`src/verilog/pwm_pkg.sv`:
```
/*
  Constants shared by the waveform timer: register offsets, field positions,
  reset values and count-source codes.
  Assumes a 32-bit AXI4-Lite register bus with word-aligned registers.
*/
`default_nettype none
package pwm_pkg;
  localparam int unsigned CNT_W = 8;
  localparam int unsigned ADDR_W = 5;
  // Register byte offsets
  localparam logic [4:0] OFF_CTRL = 5'h00;
  localparam logic [4:0] OFF_IOCTRL = 5'h04;
  localparam logic [4:0] OFF_PRESCALE = 5'h08;
  localparam logic [4:0] OFF_FIRST = 5'h0c;
  localparam logic [4:0] OFF_SECOND = 5'h10;
  localparam logic [4:0] OFF_PINROUTE = 5'h14;
  localparam logic [4:0] OFF_PORTLATCH = 5'h18;
  // Control register fields
  localparam int unsigned BIT_RUN = 0;
  localparam int unsigned BIT_HALT = 1;
  localparam int unsigned BIT_ACTIVE = 2;
  // I/O control register fields
  localparam int unsigned BIT_POL = 0;
  localparam int unsigned BIT_SRC = 1;
  localparam int unsigned BIT_CSEL_LO = 2;
  // Pin routing and port latch fields
  localparam int unsigned BIT_PIN = 0;
  localparam int unsigned BIT_LATCH = 0;
  // Reset values
  localparam logic [7:0] RST_RELOAD = 8'hff;
  // Count-source select codes
  localparam logic [1:0] CSEL_F1 = 2'h0;
  localparam logic [1:0] CSEL_F2 = 2'h1;
  localparam logic [1:0] CSEL_F8 = 2'h2;
  localparam logic [1:0] CSEL_EXT = 2'h3;
  localparam logic [2:0] DIV_F2_MASK = 3'h1;
  localparam logic [2:0] DIV_F8_MASK = 3'h7;
  // AXI responses
  localparam logic [1:0] RESP_OKAY = 2'h0;
  localparam logic [1:0] RESP_SLVERR = 2'h2;
endpackage : pwm_pkg
`default_nettype wire

```
`src/verilog/count_source_sel.sv`:
```
/*
  Count-source selector: turns the chosen source into a one-cycle enable.
  Assumes the neighbouring timer's underflow arrives as a one-cycle pulse on aclk.
*/
`default_nettype none
module count_source_sel (
  // Clock and reset
  input wire logic aclk,
  input wire logic aresetn,
  // Selection
  input wire logic [1:0] sel,
  input wire logic ext_underflow,
  // Enable out
  output logic tick
);
  logic [2:0] div_r;

  // Free-running divider; f2 and f8 are enables, not clocks
  always_ff @(posedge aclk) begin
    if (!aresetn) begin
      div_r <= 3'h0;
    end else begin
      div_r <= div_r + 3'h1;
    end
  end

  always_comb begin
    unique case (sel)
      pwm_pkg::CSEL_F1: tick = 1'b1;
      pwm_pkg::CSEL_F2: tick = (div_r & pwm_pkg::DIV_F2_MASK) == pwm_pkg::DIV_F2_MASK;
      pwm_pkg::CSEL_F8: tick = (div_r & pwm_pkg::DIV_F8_MASK) == pwm_pkg::DIV_F8_MASK;
      pwm_pkg::CSEL_EXT: tick = ext_underflow;
    endcase
  end
endmodule : count_source_sel
`default_nettype wire

```
`src/verilog/reload_down_counter.sv`:
```
/*
  Reloadable down-counter: loads on request, decrements on tick and reloads
  on underflow. Underflow is a combinational flag for the cycle of the tick.
  Assumes load and tick come from the same clock domain.
*/
`default_nettype none
module reload_down_counter #(
  parameter int unsigned W = 8
) (
  // Clock and reset
  input wire logic aclk,
  input wire logic aresetn,
  // Control
  input wire logic tick,
  input wire logic load,
  input wire logic [W-1:0] load_val,
  input wire logic [W-1:0] reload_val,
  // State
  output logic [W-1:0] count,
  output logic underflow
);
  logic [W-1:0] count_r;

  assign underflow = tick && (count_r == '0);
  assign count = count_r;

  always_ff @(posedge aclk) begin
    if (!aresetn) begin
      count_r <= '1;
    end else if (load) begin
      count_r <= load_val;
    end else if (underflow) begin
      count_r <= reload_val;
    end else if (tick) begin
      count_r <= count_r - 1'b1;
    end
  end
endmodule : reload_down_counter
`default_nettype wire

```
`src/verilog/timer_waveform_gen.sv`:
```
/*
  Programmable waveform timer: 8-bit prescaler feeding an 8-bit counter that
  alternates between a first and a second phase reload, toggling a pulse pin
  at each underflow, with an AXI4-Lite register slave.
  Assumes a single aclk domain; the neighbour underflow is a one-cycle pulse.
*/
// Added by the designer: register access over AXI4-Lite and the placing of the registers.
// How it works
// Prescaler clocked by f1, f2, f8 or neighbour
// Count down, reload first/second alternately on underflow
// Phase lengths are (n+1)(m+1) and (n+1)(p+1)
// Writing run bit one starts counting
// Writing run bit zero stops counting
// Writing halt bit one stops immediately
// Halt resets reloads to ff and run bits
// Interrupt after second-phase underflow, with output change
// Pulse pin inverts at every counter underflow
// Start always begins with first phase
// Pin is plain output or pulse output
// Prescale and first registers read live counts
// First register readable during second phase
// Stopped writes load reload and counter
// Running writes load reload register only
// New reloads apply from next first phase
// Software writes second then first register
// Polarity bit selects phase output levels
// Source bit picks pulse or port latch
// Source change taken at start or interrupt
// Pin-select bit routes pulse to one pin
// Counter ticks per prescaler underflow; prescaler reloads
`default_nettype none
module timer_waveform_gen (
  // Clock and reset
  input wire logic aclk,
  input wire logic aresetn,
  // AXI4-Lite write address
  input wire logic [pwm_pkg::ADDR_W-1:0] s_axi_awaddr,
  input wire logic s_axi_awvalid,
  output logic s_axi_awready,
  // AXI4-Lite write data
  input wire logic [31:0] s_axi_wdata,
  input wire logic [3:0] s_axi_wstrb,
  input wire logic s_axi_wvalid,
  output logic s_axi_wready,
  // AXI4-Lite write response
  output logic [1:0] s_axi_bresp,
  output logic s_axi_bvalid,
  input wire logic s_axi_bready,
  // AXI4-Lite read address
  input wire logic [pwm_pkg::ADDR_W-1:0] s_axi_araddr,
  input wire logic s_axi_arvalid,
  output logic s_axi_arready,
  // AXI4-Lite read data
  output logic [31:0] s_axi_rdata,
  output logic [1:0] s_axi_rresp,
  output logic s_axi_rvalid,
  input wire logic s_axi_rready,
  // Neighbouring timer
  input wire logic neighbour_underflow,
  // Pins and interrupt
  output logic pin_a_out,
  output logic pin_a_oe,
  output logic pin_b_out,
  output logic pin_b_oe,
  output logic timer_irq
);
  localparam int unsigned W = pwm_pkg::CNT_W;
  typedef enum logic {PH_FIRST, PH_SECOND} phase_e;

  // Bus state
  logic aw_have_r, w_have_r;
  logic [pwm_pkg::ADDR_W-1:0] aw_addr_r;
  logic [31:0] w_data_r;
  logic [3:0] w_strb_r;
  // Software-visible settings
  logic count_run_bit_r;
  logic output_polarity_select_r, output_source_select_r, output_pin_choice_r, port_latch_r;
  logic [1:0] csel_r;
  logic [W-1:0] prescale_reload_reg_r, first_phase_reload_reg_r, second_phase_reload_reg_r;
  // Values in use by the waveform
  logic [W-1:0] act_pre_r, act_first_r, act_second_r;
  logic pend_r, src_eff_r;
  phase_e phase_r;

  logic wr_fire, wr_lane, rd_fire;
  logic halt_wr, run_wr, pre_wr, first_wr, second_wr;
  logic cs_tick, pre_tick, pre_uf, main_tick, main_uf;
  logic [W-1:0] pre_count, main_count, main_reload;
  logic pre_load, main_load;
  logic [W-1:0] pre_load_val, main_load_val, wbyte;
  logic start_evt, sec_uf;
  logic pulse_lvl, pin_val;

  assign wr_fire = aw_have_r && w_have_r && !s_axi_bvalid;
  assign wr_lane = wr_fire && w_strb_r[0];
  assign wbyte = w_data_r[W-1:0];
  assign rd_fire = s_axi_arvalid && s_axi_arready;
  assign halt_wr = wr_lane && aw_addr_r == pwm_pkg::OFF_CTRL && w_data_r[pwm_pkg::BIT_HALT];
  assign run_wr = wr_lane && aw_addr_r == pwm_pkg::OFF_CTRL && !w_data_r[pwm_pkg::BIT_HALT];
  assign pre_wr = wr_lane && aw_addr_r == pwm_pkg::OFF_PRESCALE;
  assign first_wr = wr_lane && aw_addr_r == pwm_pkg::OFF_FIRST;
  assign second_wr = wr_lane && aw_addr_r == pwm_pkg::OFF_SECOND;
  assign start_evt = run_wr && w_data_r[pwm_pkg::BIT_RUN] && !count_run_bit_r;

  // AXI write channels are taken independently, answered when both are held
  always_ff @(posedge aclk) begin
    if (!aresetn) begin
      aw_have_r <= 1'b0;
      w_have_r <= 1'b0;
      aw_addr_r <= '0;
      w_data_r <= 32'h0;
      w_strb_r <= 4'h0;
      s_axi_awready <= 1'b0;
      s_axi_wready <= 1'b0;
      s_axi_bvalid <= 1'b0;
      s_axi_bresp <= pwm_pkg::RESP_OKAY;
    end else begin
      if (s_axi_awvalid && s_axi_awready) begin
        aw_have_r <= 1'b1;
        aw_addr_r <= s_axi_awaddr;
      end
      if (s_axi_wvalid && s_axi_wready) begin
        w_have_r <= 1'b1;
        w_data_r <= s_axi_wdata;
        w_strb_r <= s_axi_wstrb;
      end
      s_axi_awready <= !aw_have_r && !(s_axi_awvalid && s_axi_awready);
      s_axi_wready <= !w_have_r && !(s_axi_wvalid && s_axi_wready);
      if (wr_fire) begin
        aw_have_r <= 1'b0;
        w_have_r <= 1'b0;
        s_axi_bvalid <= 1'b1;
        s_axi_bresp <= (aw_addr_r[1:0] != 2'h0 || aw_addr_r > pwm_pkg::OFF_PORTLATCH) ?
                       pwm_pkg::RESP_SLVERR : pwm_pkg::RESP_OKAY;
      end else if (s_axi_bvalid && s_axi_bready) begin
        s_axi_bvalid <= 1'b0;
        s_axi_awready <= 1'b1;
        s_axi_wready <= 1'b1;
      end
      if (s_axi_bvalid) begin
        s_axi_awready <= 1'b0;
        s_axi_wready <= 1'b0;
      end
    end
  end

  // AXI read: one outstanding, data one cycle after the address is taken
  always_ff @(posedge aclk) begin
    if (!aresetn) begin
      s_axi_arready <= 1'b0;
      s_axi_rvalid <= 1'b0;
      s_axi_rdata <= 32'h0;
      s_axi_rresp <= pwm_pkg::RESP_OKAY;
    end else begin
      s_axi_arready <= !s_axi_rvalid && !rd_fire;
      if (rd_fire) begin
        s_axi_rvalid <= 1'b1;
        s_axi_rresp <= pwm_pkg::RESP_OKAY;
        s_axi_rdata <= 32'h0;
        unique case (s_axi_araddr)
          pwm_pkg::OFF_CTRL: begin
            s_axi_rdata[pwm_pkg::BIT_RUN] <= count_run_bit_r;
            s_axi_rdata[pwm_pkg::BIT_ACTIVE] <= count_run_bit_r;
          end
          pwm_pkg::OFF_IOCTRL: begin
            s_axi_rdata[pwm_pkg::BIT_POL] <= output_polarity_select_r;
            s_axi_rdata[pwm_pkg::BIT_SRC] <= output_source_select_r;
            s_axi_rdata[pwm_pkg::BIT_CSEL_LO +: 2] <= csel_r;
          end
          pwm_pkg::OFF_PRESCALE: s_axi_rdata[W-1:0] <= pre_count;
          pwm_pkg::OFF_FIRST: s_axi_rdata[W-1:0] <= main_count;
          pwm_pkg::OFF_SECOND: s_axi_rdata[W-1:0] <= second_phase_reload_reg_r;
          pwm_pkg::OFF_PINROUTE: s_axi_rdata[pwm_pkg::BIT_PIN] <= output_pin_choice_r;
          pwm_pkg::OFF_PORTLATCH: s_axi_rdata[pwm_pkg::BIT_LATCH] <= port_latch_r;
          default: s_axi_rresp <= pwm_pkg::RESP_SLVERR;
        endcase
      end else if (s_axi_rvalid && s_axi_rready) begin
        s_axi_rvalid <= 1'b0;
        s_axi_arready <= 1'b1;
      end
    end
  end

  // Run control; halt beats any run value in the same write
  always_ff @(posedge aclk) begin
    if (!aresetn) begin
      count_run_bit_r <= 1'b0;
    end else if (halt_wr) begin
      count_run_bit_r <= 1'b0;
    end else if (run_wr) begin
      count_run_bit_r <= w_data_r[pwm_pkg::BIT_RUN];
    end
  end

  // Plain settings
  always_ff @(posedge aclk) begin
    if (!aresetn) begin
      output_polarity_select_r <= 1'b0;
      output_source_select_r <= 1'b0;
      csel_r <= pwm_pkg::CSEL_F1;
      output_pin_choice_r <= 1'b0;
      port_latch_r <= 1'b0;
    end else if (wr_lane) begin
      if (aw_addr_r == pwm_pkg::OFF_IOCTRL) begin
        output_polarity_select_r <= w_data_r[pwm_pkg::BIT_POL];
        output_source_select_r <= w_data_r[pwm_pkg::BIT_SRC];
        csel_r <= w_data_r[pwm_pkg::BIT_CSEL_LO +: 2];
      end
      if (aw_addr_r == pwm_pkg::OFF_PINROUTE) begin
        output_pin_choice_r <= w_data_r[pwm_pkg::BIT_PIN];
      end
      if (aw_addr_r == pwm_pkg::OFF_PORTLATCH) begin
        port_latch_r <= w_data_r[pwm_pkg::BIT_LATCH];
      end
    end
  end

  // Software reload registers
  always_ff @(posedge aclk) begin
    if (!aresetn || halt_wr) begin
      prescale_reload_reg_r <= pwm_pkg::RST_RELOAD;
      first_phase_reload_reg_r <= pwm_pkg::RST_RELOAD;
      second_phase_reload_reg_r <= pwm_pkg::RST_RELOAD;
    end else begin
      if (pre_wr) prescale_reload_reg_r <= wbyte;
      if (first_wr) first_phase_reload_reg_r <= wbyte;
      if (second_wr) second_phase_reload_reg_r <= wbyte;
    end
  end

  // Values in use; while running they wait for the next first phase after a first-register write
  always_ff @(posedge aclk) begin
    if (!aresetn || halt_wr) begin
      act_pre_r <= pwm_pkg::RST_RELOAD;
      act_first_r <= pwm_pkg::RST_RELOAD;
      act_second_r <= pwm_pkg::RST_RELOAD;
      pend_r <= 1'b0;
    end else if (!count_run_bit_r) begin
      if (pre_wr) act_pre_r <= wbyte;
      if (first_wr) act_first_r <= wbyte;
      if (second_wr) act_second_r <= wbyte;
      pend_r <= 1'b0;
    end else begin
      if (sec_uf && pend_r) begin
        act_pre_r <= prescale_reload_reg_r;
        act_first_r <= first_phase_reload_reg_r;
        act_second_r <= second_phase_reload_reg_r;
      end
      // A write in the same cycle as the switch stays pending
      if (first_wr) begin
        pend_r <= 1'b1;
      end else if (sec_uf) begin
        pend_r <= 1'b0;
      end
    end
  end

  count_source_sel u_csel (
    .aclk(aclk),
    .aresetn(aresetn),
    .sel(csel_r),
    .ext_underflow(neighbour_underflow),
    .tick(cs_tick)
  );

  assign pre_tick = count_run_bit_r && cs_tick;
  assign pre_load = halt_wr || (pre_wr && !count_run_bit_r);
  assign pre_load_val = halt_wr ? pwm_pkg::RST_RELOAD : wbyte;
  // Prescaler reloads from the value in use at each of its underflows
  reload_down_counter #(.W(W)) u_prescaler (
    .aclk(aclk),
    .aresetn(aresetn),
    .tick(pre_tick),
    .load(pre_load),
    .load_val(pre_load_val),
    .reload_val(act_pre_r),
    .count(pre_count),
    .underflow(pre_uf)
  );

  assign main_tick = pre_uf;
  assign main_load = halt_wr || (first_wr && !count_run_bit_r);
  assign main_load_val = halt_wr ? pwm_pkg::RST_RELOAD : wbyte;
  // Pending updates land on the reload that opens the next first phase
  assign main_reload = (phase_r == PH_FIRST) ? act_second_r :
                       (pend_r ? first_phase_reload_reg_r : act_first_r);
  reload_down_counter #(.W(W)) u_main (
    .aclk(aclk),
    .aresetn(aresetn),
    .tick(main_tick),
    .load(main_load),
    .load_val(main_load_val),
    .reload_val(main_reload),
    .count(main_count),
    .underflow(main_uf)
  );

  assign sec_uf = main_uf && phase_r == PH_SECOND;

  // Phase alternates on every underflow, always restarting at the first phase
  always_ff @(posedge aclk) begin
    if (!aresetn || halt_wr) begin
      phase_r <= PH_FIRST;
    end else if (start_evt) begin
      phase_r <= PH_FIRST;
    end else if (main_uf) begin
      phase_r <= (phase_r == PH_FIRST) ? PH_SECOND : PH_FIRST;
    end
  end

  // Output source only takes effect at start or at the interrupt
  always_ff @(posedge aclk) begin
    if (!aresetn) begin
      src_eff_r <= 1'b0;
    end else if (start_evt || sec_uf) begin
      src_eff_r <= output_source_select_r;
    end
  end

  // Polarity zero drives high in the first phase and low in the second
  assign pulse_lvl = (phase_r == PH_SECOND) ^ !output_polarity_select_r;
  assign pin_val = src_eff_r ? port_latch_r : pulse_lvl;

  // Interrupt comes on the edge after the underflow, the pin change one edge later
  always_ff @(posedge aclk) begin
    if (!aresetn) begin
      timer_irq <= 1'b0;
      pin_a_out <= 1'b0;
      pin_a_oe <= 1'b0;
      pin_b_out <= 1'b0;
      pin_b_oe <= 1'b0;
    end else begin
      timer_irq <= sec_uf;
      pin_a_out <= !output_pin_choice_r && pin_val;
      pin_a_oe <= !output_pin_choice_r;
      pin_b_out <= output_pin_choice_r && pin_val;
      pin_b_oe <= output_pin_choice_r;
    end
  end
endmodule : timer_waveform_gen
`default_nettype wire

```
`config.mk`:
```
export PLATFORM = sky130hd
export DESIGN_NAME = timer_waveform_gen
export DESIGN_NICKNAME = d
export VERILOG_FILES = /design/src/verilog/pwm_pkg.sv /design/src/verilog/count_source_sel.sv /design/src/verilog/reload_down_counter.sv /design/src/verilog/timer_waveform_gen.sv
export SDC_FILE = /design/constraint.sdc
export NUM_CORES = 1
export LEC_CHECK = 0
export ABC_AREA = 1
export BUFFER_PORTS_ARGS = -buffer_cell sky130_fd_sc_hd__buf_2
export CORE_MARGIN = 4
export CORE_UTILIZATION = 53
export CTS_CLUSTER_DIAMETER = 30
export DETAILED_ROUTE_END_ITERATION = 10
export MAX_ROUTING_LAYER = met4
export PLACE_DENSITY = 0.82
export SETUP_SLACK_MARGIN = 0.05
export SLEW_MARGIN = 20
export SYNTH_ARGS = -nofsm -noshare
export SYNTH_HDL_FRONTEND = slang
export SYNTH_SLANG_ARGS = --single-unit
```
`constraint.sdc`:
```
create_clock -name aclk -period 2.6 [get_ports aclk]
set_input_delay 0 -clock aclk [delete_from_list [all_inputs] [get_ports aclk]]
set_output_delay 0 -clock aclk [all_outputs]
set_load 0.05 [all_outputs]
```
Word-level counts from Yosys, hierarchy flattened --
Index checks and enable logic that the tools add are counted.
Word-level totals: input port bits 54, word-level logic and storage cells 171, output and inout bits 46, register bits 115
Cells by class: $add $sub $neg 3, order comparisons 1, bitwise operators 3, multiplexer cells 40, equal/unequal tests 17, reduce and logical (&&, ||, !) cells 71
Operators with widths (number):
- 2-to-1 mux 8 bit | 18
- equality test 5 bit (second input constant) | 6
- logical AND 1 bit | 28
- equality test 5 x 4 -> 1 bit (second input constant) | 4
- logical NOT 8 bit | 2
- subtractor 8 x 1 -> 8 bit (second input constant) | 2
- 2-to-1 mux 1 bit | 14
- nonzero test 2 bit | 7
- logical NOT 1 bit | 12
- case mux 1 bit (4 select lines) | 3
- case mux 4 bit (3 select lines) | 1
- AND reduction 2 bit | 6
- equality test 5 x 3 -> 1 bit (second input constant) | 2
- logical NOT 5 bit | 2
- OR reduction 2 bit | 5
- case mux 1 bit (7 select lines) | 1
- OR reduction 7 bit | 1
- nonzero test 3 bit | 2
- > comparator 5 bit (second input constant) | 1
- logical OR 1 bit | 5
- case mux 1 bit (5 select lines) | 1
- equality test 2 bit (second input constant) | 2
- 2-to-1 mux 2 bit | 2
- adder 3 x 1 -> 3 bit (second input constant) | 1
- 6 further kinds | 7

Longest topological paths before layout --
depth after elaboration 9, depth in mapped cells 12, depth with buffers taken out 11

By module --
From an unflattened synthesis, not the netlist that was laid out.
Unflattened totals: cell total of the unflattened synthesis 833, area, all modules 5858.1 sq um
By module, submodules not included:
- timer_waveform_gen | times used 1, cells each 600, area an instance 4357.9 sq um, sequential area each 1881.8 sq um
- reload_down_counter (u_main) | times used 1, cells each 109, area an instance 700.7 sq um, sequential area each 160.2 sq um
- reload_down_counter (u_prescaler) | times used 1, cells each 105, area an instance 658.1 sq um, sequential area each 160.2 sq um
- count_source_sel | times used 1, cells each 19, area an instance 141.4 sq um, sequential area each 60.1 sq um

Least setup slack after synthesis --
OpenSTA, ideal clock, no wires.
path kind register to register, from register s_axi_bvalid, to register u_main.count_r[0], in the netlist u_main.count[0], path buffers 1, setup time 0.117 ns, setup slack 0.757 ns, cell stages (with the launch flop) 9, arrival time 1.726 ns, required time 2.483 ns, clock period less this slack 1.843 ns, path through dfxtp_1 inv_1 nand4_2 nor2_2 a21oi_2 clkbuf_1 o21ai_0 a21oi_1 nand2_1
On the way: word-level cells in the longest chain between the ends 7, elaborated cells on any way between the ends 11, classes of those cells mux (2); reduce/logical (9)
RTL lines:
- from (decl) | RTL line timer_waveform_gen.sv:47 | output logic s_axi_bvalid,
- from (signal assigned) | RTL line timer_waveform_gen.sv:115 | s_axi_bvalid <= 1'b0;
- from (signal assigned) | RTL line timer_waveform_gen.sv:132 | s_axi_bvalid <= 1'b1;
- from (signal assigned) | RTL line timer_waveform_gen.sv:136 | s_axi_bvalid <= 1'b0;
- logical NOT 1 bit (*) | RTL line timer_waveform_gen.sv:94 | assign wr_fire = aw_have_r && w_have_r && !s_axi_bvalid;
- logical AND 1 bit (*) | RTL line timer_waveform_gen.sv:94
- logical AND 1 bit (*) | RTL line timer_waveform_gen.sv:95 | assign wr_lane = wr_fire && w_strb_r[0];
- logical AND 1 bit, on equally long branches | RTL line timer_waveform_gen.sv:98, timer_waveform_gen.sv:101
- logical AND 1 bit, on equally long branches | RTL line timer_waveform_gen.sv:98, timer_waveform_gen.sv:282
- 2-to-1 mux 8 bit or logical OR 1 bit (tied branches) | RTL line timer_waveform_gen.sv:283, timer_waveform_gen.sv:282
- 2-to-1 mux 8 bit or nonzero test 3 bit (tied branches)
- to (signal assigned) | RTL line reload_down_counter.sv:31 | count_r <= load_val;
- to (signal assigned) | RTL line reload_down_counter.sv:33 | count_r <= reload_val;
- to (signal assigned) | RTL line reload_down_counter.sv:35 | count_r <= count_r - 1'b1;
- to (decl) | RTL line reload_down_counter.sv:22 | logic [W-1:0] count_r;
Mark *: on every way between the ends. The rest lies on a longest branch, timed or not. A chain may end at the register's enable or synchronous reset.

Final worst setup path --
from input port s_axi_araddr[0] (netlist name), to register s_axi_rresp[1]
On the way: word-level cells in the longest chain between the ends 3, elaborated cells on any way between the ends 9, classes of those cells eq/ne (6); mux (1); reduce/logical (2)
RTL lines:
- from (decl) | RTL line timer_waveform_gen.sv:50 | input wire logic [pwm_pkg::ADDR_W-1:0] s_axi_araddr,
- equality test 5 bit, or another cell as far along | RTL line timer_waveform_gen.sv:160 | unique case (s_axi_araddr)
- OR reduction 7 bit (no source line) (*)
- 2-to-1 mux 2 bit (*) | RTL line timer_waveform_gen.sv:160
- to (signal assigned) | RTL line timer_waveform_gen.sv:153 | s_axi_rresp <= pwm_pkg::RESP_OKAY;
- to (signal assigned) | RTL line timer_waveform_gen.sv:158 | s_axi_rresp <= pwm_pkg::RESP_OKAY;
- to (signal assigned) | RTL line timer_waveform_gen.sv:175 | default: s_axi_rresp <= pwm_pkg::RESP_SLVERR;
- to (decl) | RTL line timer_waveform_gen.sv:55 | output logic [1:0] s_axi_rresp,
Marked as above.

==> run metrics <==
CTS Buf Count=17; Compound-Gate Fraction of Synth Area=16.9%; slowest stage cell, crit path=dlygate4sd3_1; final max-slew violation count=0; synthesized area=5520 sq um; row count=37; CP endpoint kind=flop; total congestion overflow=0; Overall Global Routing Usage=28.8%; maxcap violations=0; commonest cells after routing, fill and taps aside=163 x nand2_1, 113 x dfxtp_1, 83 x nand3_1, 83 x o21ai_0, 82 x inv_1; synth unique cells=34; mean post-synth cell area=7.05 sq um; status=finished clean; Peak Freq=411 MHz; largest net degree at the start of global routing=28; DRC=0; Area growth syn-to-layout=22.4%; Util after Layout=66.1%; Cells after Synth=783; WL per Instance=16.3 microns; via count=5788; flops & latches, synth=113; Die Height=110 microns; full die area=12100 sq um; Min-Delay Path Class=input pin to flop; initial antenna violation count=0; Flop pwr share=40.1%; First-pass DRT Iterations=6; Seq/Total Area, Yosys=41.0%; Worst Setup SP=s_axi_araddr[0]; P per Cell Area=668 nW/um^2; worst path required time=3030 ps; setup_tns=0 ps; most common cell after layout, fill and taps aside=nand2_1; Post-Synth XOR/XNOR Area=1.43%; crit path kind=input pin to flop; initial core utilization=54.0%; PortBufs=46; Post-Synth Simple-Gate Area=28.0%; Post-DP HPWL=10400 microns; antenna cells=0; Post-Route WL=16600 microns; Rel. slew slack=54.8%; Leak=3.27 nW; first-pass GRT wire length=26400 microns; hold_sp=s_axi_araddr[4]; Yosys top cell area share=41.0%; DRT antenna net count=0; Most common cell on crit path=dlygate4sd3_1; final hold vios=0; ranking of synthesized cells by area=dfxtp_1 41%, nand2_1 11%, nand3_1 7.5%; share of layout cells above drive strength 1=12.5%; setup repair after global routing missed its margin=no; Synthesis Warnings=0; Synth area leader=dfxtp_1; min Tclk post-route=2430 ps; worst slew pin tran=676 ps; main combinational cell family by area after synthesis=simple AND/OR/NAND/NOR gates; Post-layout nets=928; Period Utilization, post-route=93.5%; number of global-route vias before repair=5406; clock-pin slew on the worst setup and hold paths=60 ps; multiplexer area fraction after synthesis=0%; Net Switching=1.18 mW; clock buffer depth=2; gpl congestion=0.981; CTS tree=yes; Pwr Total=4.51 mW; Logic pwr share=8.8%; Clock Sinks=113; setup bufs post-CTS=0; Pint=3.34 mW; clock root buffer=clkbuf_8; total I/O pin count=100; Clock Latency Late Sink=530 ps; Clk pwr share=51.2%; peak supply drop=0.520 mV; Critical R2R Launch=u_prescaler.count[0]$_SDFFE_PN1P_; Synth Area in Adders=1.13%; CTS H-tree depth=4; Vias/cell=5.69; nature of the critical path startpoint=input pin; CP arrival=2860 ps; switching share of total power=26.1%; # setup viols final=0; CP Cell Sequence=dlygate4sd3_1 > buf_2 > nor2_2 > dlygate4sd3_1 > o31ai_1 > dlygate4sd3_1 > o21ai_0 > dlygate4sd3_1 > inv_1; Crit path largest cell delay=600 ps; worst-path fanout max=4; initial DRC count=560; Fin Clk Skew=8.30 ps; die width=110 microns; CORE AREA=10200 sq um
cells in the mapped netlist:
cell       instances
nor4_1             3
a2bb2oi_1          3
nor2_4             5
nand4_4            1
a211oi_1           1
nor3_1             8
dfxtp_1          113
nand2_2            6
a21oi_2            1
nand4_1            9
conb_1             1
clkbuf_1          16
buf_4             26
buf_2              9
xor2_1             7
nor2_2             5
ha_1               5
nand4_2            1
buf_1              2
o31ai_1            3
xnor2_1            2
buf_6              1
o211ai_1          25
o21ai_0           83
a21oi_1           44
a31oi_1            4
nand3_1           83
o21ai_1            4
nor2_1            64
nand3b_1           1
inv_1             82
nand2_1          163
clkinv_1           1
inv_2              1
registers in the layout (all words and copies together) (netlist names), 3 cells and up:
name and cells:
act_first_r 8, act_pre_r 8, act_second_r 8, first_phase_reload_reg_r 8
second_phase_reload_reg_r 8, aw_addr_r 5, s_axi_rdata 8, u_csel.div_r 3
prescale_reload_reg_r 8, u_main.count 8, w_data_r 8, u_prescaler.count 8
power by group through the flow:
stage               registers [mW]  clock network [mW]  logic, mW
floorplan                     1.87                   0      0.248
global placement              1.84                   0      0.324
detailed placement            1.84                   0      0.327
CTS                           1.80                2.31      0.377
global route                  1.81                2.40      0.427
finish                        1.81                2.31      0.395
cell families after synthesis:
logic type               Yosys count
XOR/XNOR                           9
AND/OR/NAND/NOR                  349
flip-flops                       113
adder cells (fa/ha/maj)            5
buffers and inverters            138
AO/OA/AOI/OAI                    168
other                              1
per-stage QoR:
step / area (sq um) / hold slack (ps) / setup WS [ps] / std cells
global route: 6760 / 58.7 / 72.4 / 1018
global placement: 5800 / 249 / 555 / 949
detailed placement: 5800 / 255 / 512 / 949
floorplan: 5620 / 167 / 757 / 808
CTS: 6760 / 0.507 / 299 / 1018
finish: 6760 / 13.9 / 168 / 1018
worst paths after layout:
kind	to	slack (ps)	cells after the start
min	s_axi_rdata[7]$_SDFFE_PN0P_	10	4
max reg2reg	u_main.count[4]$_SDFFE_PN1P_	450	10
min reg2reg	s_axi_rdata[7]$_SDFFE_PN0P_	460	2
max	s_axi_rresp[1]$_SDFFE_PN0P_	170	9
worst max-delay path: cells and delay by family:
| kind | cells | cell delay, ps |
|---|---|---|
| AOI/OAI and AO/OA | 2 | 260 |
| buffers and inverters | 6 | 2460 |
| and+or+nand+nor | 1 | 140 |
layout make-up:
class / count / area (sq um)
Clock buffer: 19 / 422
Clock inverter: 13 / 161
Fill cell: 823 / 3470
Inverter: 84 / 315
Multi-Input combinational cell: 557 / 2730
Sequential cell: 113 / 2260
Tap cell: 136 / 170
Timing Repair Buffer: 96 / 698
per-layer routing:
metal | GRT usage [%] | up-vias | routed length (microns)
met5 | - | - | 0
met4 | 12.2 | 0 | 511
met3 | 7.40 | 62 | 1590
met2 | 45.8 | 318 | 7840
met1 | 34.7 | 2681 | 6630
li1 | - | 2727 | -
what timing repair did:
item | in CTS | in global routing
hold endpoints to repair | 37 | 0
resized for setup | 0 | 1
hold buffers | 37 | 0
setup endpoints to repair | 0 | 1
(Power assumes the default switching activity.)
